===== src/adctr_pkg.sv =====
// Purpose: shared constants and types of the acquisition trigger front end
// Assumes: 32-bit APB data, one register per aligned word
// Notes: register index times four gives the byte address
package adctr_pkg;
    // register indices and byte addresses
    localparam logic [7:0] ADCTR_IDX_CTRL = 8'h0E;
    localparam logic [7:0] ADCTR_IDX_THRESH = 8'h24;
    localparam logic [7:0] ADCTR_IDX_STATUS = 8'h10;
    localparam logic [7:0] ADCTR_IDX_GAIN = 8'h11;
    localparam logic [7:0] ADCTR_IDX_SAMPLE = 8'h12;
    localparam logic [9:0] ADCTR_ADDR_CTRL = {ADCTR_IDX_CTRL, 2'b00};
    localparam logic [9:0] ADCTR_ADDR_THRESH = {ADCTR_IDX_THRESH, 2'b00};
    localparam logic [9:0] ADCTR_ADDR_STATUS = {ADCTR_IDX_STATUS, 2'b00};
    localparam logic [9:0] ADCTR_ADDR_GAIN = {ADCTR_IDX_GAIN, 2'b00};
    localparam logic [9:0] ADCTR_ADDR_SAMPLE = {ADCTR_IDX_SAMPLE, 2'b00};
    // control register fields
    localparam int ADCTR_CTRL_STROBE_BIT = 0;
    localparam int ADCTR_CTRL_POL_BIT = 1;
    localparam int ADCTR_CTRL_SRC_LSB = 2;
    localparam int ADCTR_CTRL_CHAN_LSB = 4;
    localparam int ADCTR_CTRL_START_BIT = 7;
    // status register fields
    localparam int ADCTR_STAT_SEEN_BIT = 0;
    localparam int ADCTR_STAT_EXT_BIT = 1;
    localparam int ADCTR_STAT_CMP_BIT = 2;
    localparam int ADCTR_STAT_COUNT_LSB = 16;
    // sample register fields
    localparam int ADCTR_SAMPLE_FS_LSB = 16;
    // reset values
    localparam logic ADCTR_RST_POL = 1'b0;
    localparam logic [2:0] ADCTR_RST_CHAN = 3'h0;
    localparam logic [7:0] ADCTR_RST_THRESH = 8'h80;
    localparam logic [7:0] ADCTR_RST_GAIN = 8'h00;
    localparam logic [15:0] ADCTR_RST_COUNT = 16'h0000;
    localparam logic [11:0] ADCTR_RST_CODE = 12'h000;
    localparam logic [31:0] ADCTR_RST_DATA = 32'h0000_0000;
    // highest valid analog source select value
    localparam logic [2:0] ADCTR_CHAN_MAX = 3'h3;
    // full-scale values in millivolts per gain step
    localparam logic [12:0] ADCTR_FS_GAIN1_MV = 13'd5000;
    localparam logic [12:0] ADCTR_FS_GAIN2_MV = 13'd2500;
    localparam logic [12:0] ADCTR_FS_GAIN5_MV = 13'd1000;
    localparam logic [12:0] ADCTR_FS_GAIN10_MV = 13'd500;

    // trigger source selection
    typedef enum logic [1:0] {
        ADCTR_SRC_SOFT = 2'b00,
        ADCTR_SRC_EXT = 2'b01,
        ADCTR_SRC_ANALOG = 2'b10,
        ADCTR_SRC_RSVD = 2'b11
    } adctr_src_t;

    // per-channel gain step
    typedef enum logic [1:0] {
        ADCTR_GAIN_1 = 2'b00,
        ADCTR_GAIN_2 = 2'b01,
        ADCTR_GAIN_5 = 2'b10,
        ADCTR_GAIN_10 = 2'b11
    } adctr_gain_t;

    // register decode result
    typedef enum logic [2:0] {
        ADCTR_REG_NONE,
        ADCTR_REG_CTRL,
        ADCTR_REG_THRESH,
        ADCTR_REG_STATUS,
        ADCTR_REG_GAIN,
        ADCTR_REG_SAMPLE
    } adctr_reg_t;
endpackage


===== src/adctr_top.sv =====
// Purpose: acquisition trigger front end with APB register access
// Assumes: 25 MHz clock, asynchronous active-high reset
// Notes: external and comparator pins are synchronised before use
//
// Summary of operation
// software, external and analog trigger sources
// polarity selects rising or falling edge
// start write under software source triggers
// strobe flag write makes a trigger event
// external input edge of polarity triggers
// comparator crossing in polarity direction triggers
// three-bit field selects analog input channel
// eight-bit threshold register drives the DAC
// samples coded as 12-bit offset binary
// full scale follows the channel gain
// synchronise pins, one pulse per edge
// select values above three are reserved
`timescale 1ns/1ps
module adctr_top import adctr_pkg::*; (
    // clock and reset
    input wire logic CLK_IN,
    input wire logic SYS_RST_IN,
    // apb slave
    input wire logic PSEL_IN,
    input wire logic PENABLE_IN,
    input wire logic PWRITE_IN,
    input wire logic [9:0] PADDR_IN,
    input wire logic [31:0] PWDATA_IN,
    output logic [31:0] PRDATA_OUT,
    output logic PREADY_OUT,
    output logic PSLVERR_OUT,
    // trigger pins
    input wire logic EXTERNAL_TRIGGER_INPUT_IN,
    input wire logic ANALOG_COMPARE_IN,
    output logic [7:0] ANALOG_THRESHOLD_LEVEL_OUT,
    output logic [1:0] ANALOG_MUX_SEL_OUT,
    // trigger results
    output logic TRIGGER_EVENT_OUT,
    output logic ACQ_START_OUT,
    // sample path
    input wire logic [11:0] ADC_RAW_IN,
    input wire logic ADC_VALID_IN,
    input wire logic [1:0] ADC_CHAN_IN,
    output logic [11:0] SAMPLE_CODE_OUT,
    output logic [12:0] SAMPLE_FS_MV_OUT,
    output logic SAMPLE_VALID_OUT
);
    // register state
    logic polarity; // 1 selects falling edges
    adctr_src_t source; // active trigger source
    logic [2:0] analog_trigger_source_select; // comparator input pick
    logic [7:0] analog_threshold_level; // dac code
    logic [7:0] gains; // two bits per channel
    logic trig_seen; // sticky, write one clears
    logic [15:0] trig_count; // wraps silently
    logic trig_event;
    logic acq_start;
    logic [1:0] mux_sel;
    // bus response state
    logic [31:0] prdata;
    logic pready;
    logic pslverr;
    // next values
    logic next_polarity;
    adctr_src_t next_source;
    logic [2:0] next_chan;
    logic [7:0] next_thresh;
    logic [7:0] next_gains;
    logic next_seen;
    logic [15:0] next_count;
    logic next_event;
    logic next_start;
    logic [1:0] next_mux_sel;
    logic [31:0] next_prdata;
    logic next_pready;
    logic next_pslverr;
    // decode and strobes
    adctr_reg_t rd_sel;
    adctr_reg_t wr_sel;
    logic setup_phase;
    logic wr_done;
    logic soft_trigger_strobe;
    logic start_strobe;
    logic chan_valid;
    // synchronised pin views
    logic ext_level;
    logic ext_pulse;
    logic cmp_level;
    logic cmp_pulse;
    // coded sample view
    logic [11:0] code;
    logic [12:0] fs_mv;
    logic code_valid;

    // address to register, unmapped gives none
    function automatic adctr_reg_t decode(input logic [9:0] addr);
        case (addr)
            ADCTR_ADDR_CTRL: decode = ADCTR_REG_CTRL;
            ADCTR_ADDR_THRESH: decode = ADCTR_REG_THRESH;
            ADCTR_ADDR_STATUS: decode = ADCTR_REG_STATUS;
            ADCTR_ADDR_GAIN: decode = ADCTR_REG_GAIN;
            ADCTR_ADDR_SAMPLE: decode = ADCTR_REG_SAMPLE;
            default: decode = ADCTR_REG_NONE;
        endcase
    endfunction

    // external trigger pin, edge by polarity
    adctr_edge_sync u_ext_sync (
        .clk_in(CLK_IN),
        .rst_in(SYS_RST_IN),
        .async_in(EXTERNAL_TRIGGER_INPUT_IN),
        .falling_in(polarity),
        .level_out(ext_level),
        .pulse_out(ext_pulse)
    );

    // comparator high means signal above threshold
    adctr_edge_sync u_cmp_sync (
        .clk_in(CLK_IN),
        .rst_in(SYS_RST_IN),
        .async_in(ANALOG_COMPARE_IN),
        .falling_in(polarity),
        .level_out(cmp_level),
        .pulse_out(cmp_pulse)
    );

    // offset binary coder with gain-based full scale
    adctr_sample_coder u_coder (
        .clk_in(CLK_IN),
        .rst_in(SYS_RST_IN),
        .raw_in(ADC_RAW_IN),
        .valid_in(ADC_VALID_IN),
        .chan_in(ADC_CHAN_IN),
        .gains_in(gains),
        .code_out(code),
        .fs_mv_out(fs_mv),
        .valid_out(code_valid)
    );

    // bus phase decode and write strobes
    always_comb begin
        setup_phase = PSEL_IN & ~PENABLE_IN;
        wr_done = PSEL_IN & PENABLE_IN & PWRITE_IN & pready;
        rd_sel = decode(PADDR_IN);
        wr_sel = decode(PADDR_IN);
        soft_trigger_strobe = wr_done & (wr_sel == ADCTR_REG_CTRL)
            & PWDATA_IN[ADCTR_CTRL_STROBE_BIT];
        start_strobe = wr_done & (wr_sel == ADCTR_REG_CTRL)
            & PWDATA_IN[ADCTR_CTRL_START_BIT];
        chan_valid = analog_trigger_source_select <= ADCTR_CHAN_MAX;
    end

    // register writes
    always_comb begin
        next_polarity = polarity;
        next_source = source;
        next_chan = analog_trigger_source_select;
        next_thresh = analog_threshold_level;
        next_gains = gains;
        if (wr_done) begin
            case (wr_sel)
                ADCTR_REG_CTRL: begin
                    next_polarity = PWDATA_IN[ADCTR_CTRL_POL_BIT];
                    next_source = adctr_src_t'(PWDATA_IN[ADCTR_CTRL_SRC_LSB +: 2]);
                    next_chan = PWDATA_IN[ADCTR_CTRL_CHAN_LSB +: 3];
                end
                ADCTR_REG_THRESH: begin
                    next_thresh = PWDATA_IN[7:0];
                end
                ADCTR_REG_GAIN: begin
                    next_gains = PWDATA_IN[7:0];
                end
                default: begin
                    // status and sample writes only clear or are ignored
                end
            endcase
        end
    end

    // trigger source selection
    always_comb begin
        next_event = 1'b0;
        // the strobe is an internal edge already of the chosen polarity
        case (source)
            ADCTR_SRC_SOFT: begin
                next_event = soft_trigger_strobe | start_strobe;
            end
            ADCTR_SRC_EXT: begin
                next_event = ext_pulse | soft_trigger_strobe;
            end
            ADCTR_SRC_ANALOG: begin
                // reserved channel codes never fire
                next_event = (cmp_pulse & chan_valid) | soft_trigger_strobe;
            end
            default: begin
                next_event = soft_trigger_strobe;
            end
        endcase
        next_start = start_strobe;
        next_mux_sel = chan_valid ? analog_trigger_source_select[1:0] : mux_sel;
    end

    // sticky seen flag and event count, set beats clear
    always_comb begin
        next_seen = trig_seen;
        next_count = trig_count;
        if (wr_done && (wr_sel == ADCTR_REG_STATUS) && PWDATA_IN[ADCTR_STAT_SEEN_BIT]) begin
            next_seen = 1'b0;
        end
        if (trig_event) begin
            next_seen = 1'b1;
            next_count = trig_count + 16'h0001;
        end
    end

    // read data and response prepared during setup
    always_comb begin
        next_pready = setup_phase;
        next_pslverr = 1'b0;
        next_prdata = ADCTR_RST_DATA;
        if (setup_phase) begin
            case (rd_sel)
                ADCTR_REG_CTRL: begin
                    // strobe and start bits read back as zero
                    next_prdata[ADCTR_CTRL_POL_BIT] = polarity;
                    next_prdata[ADCTR_CTRL_SRC_LSB +: 2] = source;
                    next_prdata[ADCTR_CTRL_CHAN_LSB +: 3] = analog_trigger_source_select;
                end
                ADCTR_REG_THRESH: begin
                    next_prdata[7:0] = analog_threshold_level;
                end
                ADCTR_REG_STATUS: begin
                    next_prdata[ADCTR_STAT_SEEN_BIT] = trig_seen;
                    next_prdata[ADCTR_STAT_EXT_BIT] = ext_level;
                    next_prdata[ADCTR_STAT_CMP_BIT] = cmp_level;
                    next_prdata[ADCTR_STAT_COUNT_LSB +: 16] = trig_count;
                end
                ADCTR_REG_GAIN: begin
                    next_prdata[7:0] = gains;
                end
                ADCTR_REG_SAMPLE: begin
                    next_prdata[11:0] = code;
                    next_prdata[ADCTR_SAMPLE_FS_LSB +: 13] = fs_mv;
                end
                default: begin
                    next_pslverr = 1'b1; // unmapped address
                end
            endcase
        end else begin
            // keep data stable through the access phase
            next_prdata = prdata;
            next_pslverr = 1'b0; // error stands with ready only
        end
    end

    // state registers
    always_ff @(posedge CLK_IN or posedge SYS_RST_IN) begin
        if (SYS_RST_IN) begin
            polarity <= ADCTR_RST_POL;
            source <= ADCTR_SRC_SOFT;
            analog_trigger_source_select <= ADCTR_RST_CHAN;
            analog_threshold_level <= ADCTR_RST_THRESH;
            gains <= ADCTR_RST_GAIN;
            trig_seen <= 1'b0;
            trig_count <= ADCTR_RST_COUNT;
            trig_event <= 1'b0;
            acq_start <= 1'b0;
            mux_sel <= 2'b00;
            prdata <= ADCTR_RST_DATA;
            pready <= 1'b0;
            pslverr <= 1'b0;
        end else begin
            polarity <= next_polarity;
            source <= next_source;
            analog_trigger_source_select <= next_chan;
            analog_threshold_level <= next_thresh;
            gains <= next_gains;
            trig_seen <= next_seen;
            trig_count <= next_count;
            trig_event <= next_event;
            acq_start <= next_start;
            mux_sel <= next_mux_sel;
            prdata <= next_prdata;
            pready <= next_pready;
            pslverr <= next_pslverr;
        end
    end

    // outputs straight from flops
    assign PRDATA_OUT = prdata;
    assign PREADY_OUT = pready;
    assign PSLVERR_OUT = pslverr;
    assign ANALOG_THRESHOLD_LEVEL_OUT = analog_threshold_level;
    assign ANALOG_MUX_SEL_OUT = mux_sel;
    assign TRIGGER_EVENT_OUT = trig_event;
    assign ACQ_START_OUT = acq_start;
    assign SAMPLE_CODE_OUT = code;
    assign SAMPLE_FS_MV_OUT = fs_mv;
    assign SAMPLE_VALID_OUT = code_valid;
endmodule


===== src/adctr_edge_sync.sv =====
// Purpose: two-flop synchroniser with polarity-selected edge pulse
// Assumes: input is asynchronous to the clock
// Notes: pulse is one cycle per qualifying edge
`timescale 1ns/1ps
module adctr_edge_sync (
    // clock and reset
    input wire logic clk_in,
    input wire logic rst_in,
    // async level and polarity, 1 selects falling
    input wire logic async_in,
    input wire logic falling_in,
    // synchronised level and edge pulse
    output logic level_out,
    output logic pulse_out
);
    logic meta; // first stage, read only by stage two
    logic sync; // second stage
    logic prev; // delayed copy for edge compare
    logic pulse;
    logic next_pulse;

    // edge compare on settled stages only
    always_comb begin
        if (falling_in) begin
            next_pulse = prev & ~sync;
        end else begin
            next_pulse = ~prev & sync;
        end
    end

    // register stages
    always_ff @(posedge clk_in or posedge rst_in) begin
        if (rst_in) begin
            meta <= 1'b0;
            sync <= 1'b0;
            prev <= 1'b0;
            pulse <= 1'b0;
        end else begin
            meta <= async_in;
            sync <= meta;
            prev <= sync;
            pulse <= next_pulse;
        end
    end

    assign level_out = sync;
    assign pulse_out = pulse;
endmodule


===== src/adctr_sample_coder.sv =====
// Purpose: converts signed converter samples to offset binary codes
// Assumes: raw sample is two's complement from same-clock logic
// Notes: full scale follows the gain of the sample's channel
`timescale 1ns/1ps
module adctr_sample_coder import adctr_pkg::*; (
    // clock and reset
    input wire logic clk_in,
    input wire logic rst_in,
    // raw sample
    input wire logic [11:0] raw_in,
    input wire logic valid_in,
    input wire logic [1:0] chan_in,
    input wire logic [7:0] gains_in,
    // coded sample
    output logic [11:0] code_out,
    output logic [12:0] fs_mv_out,
    output logic valid_out
);
    logic [11:0] code;
    logic [12:0] fs_mv;
    logic valid;
    logic [11:0] next_code;
    logic [12:0] next_fs_mv;
    adctr_gain_t gain;

    // full scale per gain step
    function automatic logic [12:0] fs_of(input adctr_gain_t g);
        case (g)
            ADCTR_GAIN_1: fs_of = ADCTR_FS_GAIN1_MV;
            ADCTR_GAIN_2: fs_of = ADCTR_FS_GAIN2_MV;
            ADCTR_GAIN_5: fs_of = ADCTR_FS_GAIN5_MV;
            default: fs_of = ADCTR_FS_GAIN10_MV;
        endcase
    endfunction

    // flip sign bit: -FS to 000h, zero to 800h
    always_comb begin
        gain = adctr_gain_t'(gains_in[{chan_in, 1'b0} +: 2]);
        next_code = code;
        next_fs_mv = fs_mv;
        if (valid_in) begin
            next_code = {~raw_in[11], raw_in[10:0]};
            next_fs_mv = fs_of(gain);
        end
    end

    // hold last coded sample
    always_ff @(posedge clk_in or posedge rst_in) begin
        if (rst_in) begin
            code <= ADCTR_RST_CODE;
            fs_mv <= ADCTR_FS_GAIN1_MV;
            valid <= 1'b0;
        end else begin
            code <= next_code;
            fs_mv <= next_fs_mv;
            valid <= valid_in;
        end
    end

    assign code_out = code;
    assign fs_mv_out = fs_mv;
    assign valid_out = valid;
endmodule


===== config.mk =====
export PLATFORM = sky130hd
export DESIGN_NAME = adctr_top
export DESIGN_NICKNAME = d
export VERILOG_FILES = /design/src/adctr_pkg.sv /design/src/adctr_top.sv /design/src/adctr_edge_sync.sv /design/src/adctr_sample_coder.sv
export SDC_FILE = /design/constraint.sdc
export NUM_CORES = 1
export LEC_CHECK = 0
export ABC_CLOCK_PERIOD_IN_PS = 2350
export BUFFER_PORTS_ARGS = -buffer_cell sky130_fd_sc_hd__buf_2
export CAP_MARGIN = 20
export CELL_PAD_IN_SITES_DETAIL_PLACEMENT = 1
export CELL_PAD_IN_SITES_GLOBAL_PLACEMENT = 1
export CORE_AREA = 2 2 111 113
export DETAILED_ROUTE_END_ITERATION = 7
export DIE_AREA = 0 0 113 115
export GPL_TIMING_DRIVEN = 0
export PLACE_DENSITY = 0.75
export SLEW_MARGIN = 20
export SYNTH_ARGS = -nofsm -noshare
export SYNTH_HDL_FRONTEND = slang
export SYNTH_HIERARCHICAL = 1
export SYNTH_SLANG_ARGS = --single-unit

===== constraint.sdc =====
create_clock -name CLK_IN -period 2.35 [get_ports CLK_IN]
set_input_delay 0.1175 -clock CLK_IN [delete_from_list [all_inputs] [get_ports CLK_IN]]
set_output_delay 0.1175 -clock CLK_IN [all_outputs]
set_load 0.05 [all_outputs]

==> results.tsv <==
stage	metric	value	unit
worst_setup_path	R2R Path Start	TRIGGER_EVENT_OUT$_DFF_PP0_	
synthesis	number of synthesized flops with an enable pin	0	
placed_design	dpl hpwl	9546	microns
synthesis	Synth Flop Type	dfrtp_1	
global_route	largest net degree at the start of global routing	50	
layout	post-route insts no fill	684	
cts	CTS Sinks	101	
layout	multi-input logic area	0.001839	sq mm
sta	Final Hold Viols	0	
floorplan	Die H	115	microns
synthesis	syn avg cell area	11.48	sq um
floorplan	core region area	0.01181	sq mm
floorplan	Die Area	0.01300	sq mm
sta	min setup slack post-route	0.2226	ns
synthesis	Syn Std Cell Area	0.004591	sq mm
sta	Worst Skew	0.008748	ns
synthesis	sequential-to-total area share from yosys stat	0.5514	
synthesis	Syn Inst Count	400	
routing	antenna viol nets, final	0	
outcome	status	finished with violations	
layout	nets@finish	600	
sta	Slew HR	0.4549	
routing	wire length per cell	18.97	microns
sta	Slew Viols, Final	0	
floorplan	Initial Util	0.3887	
routing	Remaining DRCs	7	
synthesis	synthesized flop and latch total	101	
routing	met1 WL	5766	microns
sta	Final period util	0.9053	
routing	WL met2	6454	microns
placed_design	IO buf count	100	
floorplan	# rows	40	
outcome	failing checks	design-rule violations	
layout	antenna fix cells	0	
worst_setup_path	crit path DAT	2.37	ns
power	Leak	2.864	nW
cts	Hold Buf Count CTS	13	
routing	Detailed Route Iter0 Violations	177	
floorplan	num ports	136	
synthesis	synth warn	6	
sta	FMAX	470.1	MHz
layout	share of cells above drive strength 1	0.3389	
layout	Sequential cell area	0.002531	sq mm
cts	Worst-path clk slew	0.07	ns
worst_setup_path	required time of the critical path	2.59	ns
cts	TritonCTS buffer count	9	
synthesis	post-synth cell types	57	
cts	Skew-Pair Late Insertion Delay	0.35	ns
routing	DR WL met3	594	microns
global_route	initial antenna violation count	0	
sta	Min Clock Period, post-route	2.127	ns
routing	Max Used Layer	met4	
routing	aggregate routed wire length	12970	microns
power	Pwr Total	3.705	mW
synthesis	Async SR Flop Fraction	1.000	
layout	most frequent cells in the layout	buf_2, dfrtp_1, nand2_1	
layout	Filler Cell Count	1310	
cts	CTS root buf	clkbuf_16	
sta	Finish-stage setup viols	0	
global_route	vias in the first global route	3795	
placed_design	post-place setup slack	0.2001	ns
routing	DR pass1 iterations	6	
worst_setup_path	CP endpoint kind	flop	
power	VDD IR max	0.2663	mV
worst_setup_path	CP startpoint kind	flop	
global_route	Overflow after GRT	0	
placed_design	Cells after DPL	655	
worst_setup_path	kind of critical path	reg -> reg	
layout	most common cell after layout, fill and taps aside	buf_2	
routing	Via Count	3597	
cts	CTS tree	done	
global_route	Tot GR Track Use	0.2082	
hold_path	Hold Path Class	in -> reg	
cts	htree depth	3	
routing	vias per cell	5.259	
worst_setup_path	crit path max fanout	7	
floorplan	DIE WIDTH	113	microns
cts	clk buf depth	2	
global_route	first-pass GRT wire length	20560	microns
hold_path	hold path start	ADC_RAW_IN[4]	
run	Max-Cap Viols	0	
layout	Layout Area Growth over Synthesis	25.46	%
power	PwrDens	643.4	mW/mm^2
cts	post-cts gate resize count	0	
placed_design	routability congestion estimate from global placement	0.8198	
cts	Post-CTS Repair Setup Buffers	0	
worst_setup_path	Critical Path Source	TRIGGER_EVENT_OUT$_DFF_PP0_	
sta	Worst-Margin Slew	0.8167	ns
sta	RSZ-0062 raised after global routing	no	
[worst max-delay path, cell delays in order (launching register included)]
cell      delay (ns)
dfrtp_1         0.35
clkbuf_1        0.34
nand4_1         0.30
nor4_1          0.64
nand4_1         0.22
xnor2_1         0.17
[flip-flops by register name, summed over array words and instances, names as in the netlist, 2 cells and up]
signal / count
PRDATA_OUT: 28
trig_count: 16
u_coder/code_out: 12
source: 2
ANALOG_MUX_SEL_OUT: 2
u_coder/fs_mv_out: 7
analog_trigger_source_select: 3
ANALOG_THRESHOLD_LEVEL_OUT: 8
gains: 8
[final cells by class]
type / instances / area share
flip-flops and latches: 101 / 0.4395
multi-input cells: 259 / 0.3194
repair buffers: 115 / 0.1151
clock buffers: 14 / 0.04758
plain buffers: 29 / 0.03215
well taps: 147 / 0.03194
inverters: 17 / 0.01151
clock inverters: 2 / 0.002824
[path summary, 6_finish.rpt]
check	depth (start not counted)	endpoint	slack, ns
worst max-delay path	5	trig_count[15]$_DFFE_PP0P_	0.22
worst min-delay path	2	u_coder/code_out[4]$_DFFE_PP0P_	0.003
worst max register to register	5	trig_count[15]$_DFFE_PP0P_	0.22
worst min register to register	0	u_ext_sync/level_out$_DFF_PP0_	0.35
max in group asynchronous	3	u_coder/code_out[7]$_DFFE_PP0P_	1.30
min in group asynchronous	3	u_cmp_sync/prev$_DFF_PP0_	0.26
[per-stage QoR]
stage                     area, sq um  TNS [ns]  hold WS (ns)  utilization
after detailed placement         5339         0       0.07937       0.4520
after global placement           5298    -45.51       0.05433       0.4485
after floorplan                  4613         0       -0.1164            -
after CTS                        5759         0      0.001468       0.4876
after global routing             5759         0      0.002321       0.4876
final                            5759         0      0.003327       0.4876
[report_power, final]
part | total, mW | leakage, nW | internal (mW) | switching [mW]
registers | 1.81 | 1.32 | 1.78 | 0.0315
clock network | 1.47 | 0.139 | 0.809 | 0.662
logic | 0.426 | 1.41 | 0.127 | 0.299
[per-layer routing]
metal	GRT usage	vias up
met5	0	-
met4	0.06829	0
met2	0.3513	86
met1	0.2729	1842
li1	-	1661
met3	0.03954	8
[logic make-up (layout without fill, tap and decap cells)]
kind of cell    count (synthesis)  after routing  share of synthesized area
flops                         101            101                     0.5514
mux                            36             36                    0.09348
compound gates                 73             73                     0.1096
buf+inv                        46            177                    0.05423
xor+xnor                       15             15                    0.02862
simple gates                  122            122                     0.1494
other cells                     3              9                   0.002453
fa+ha+maj                       4              4                    0.01090
[Yosys cell counts, types with 3 or more instances]
cell type | n | area, sq um
a211oi_1 | 5 | 37.54
a21oi_1 | 9 | 45.04
a22o_1 | 11 | 96.34
a22oi_1 | 15 | 112.6
a31oi_1 | 4 | 25.02
and3_1 | 3 | 18.77
buf_2 | 3 | 15.01
buf_4 | 13 | 97.59
buf_6 | 3 | 33.78
clkbuf_1 | 8 | 30.03
conb_1 | 3 | 11.26
dfrtp_1 | 98 | 2452
dfstp_2 | 3 | 78.83
ha_1 | 4 | 50.05
inv_1 | 17 | 63.81
mux2_2 | 31 | 349.1
nand2_1 | 50 | 187.7
nand2b_1 | 4 | 25.02
nand3_1 | 4 | 20.02
nand3b_1 | 14 | 105.1
nand4_1 | 5 | 31.28
nor2_1 | 10 | 37.54
nor3_1 | 9 | 45.04
nor4_1 | 3 | 18.77
o21ai_0 | 19 | 95.09
xnor2_1 | 10 | 87.58
xor2_1 | 5 | 43.79
No activity file was read; power rests on OpenSTA's default activity.
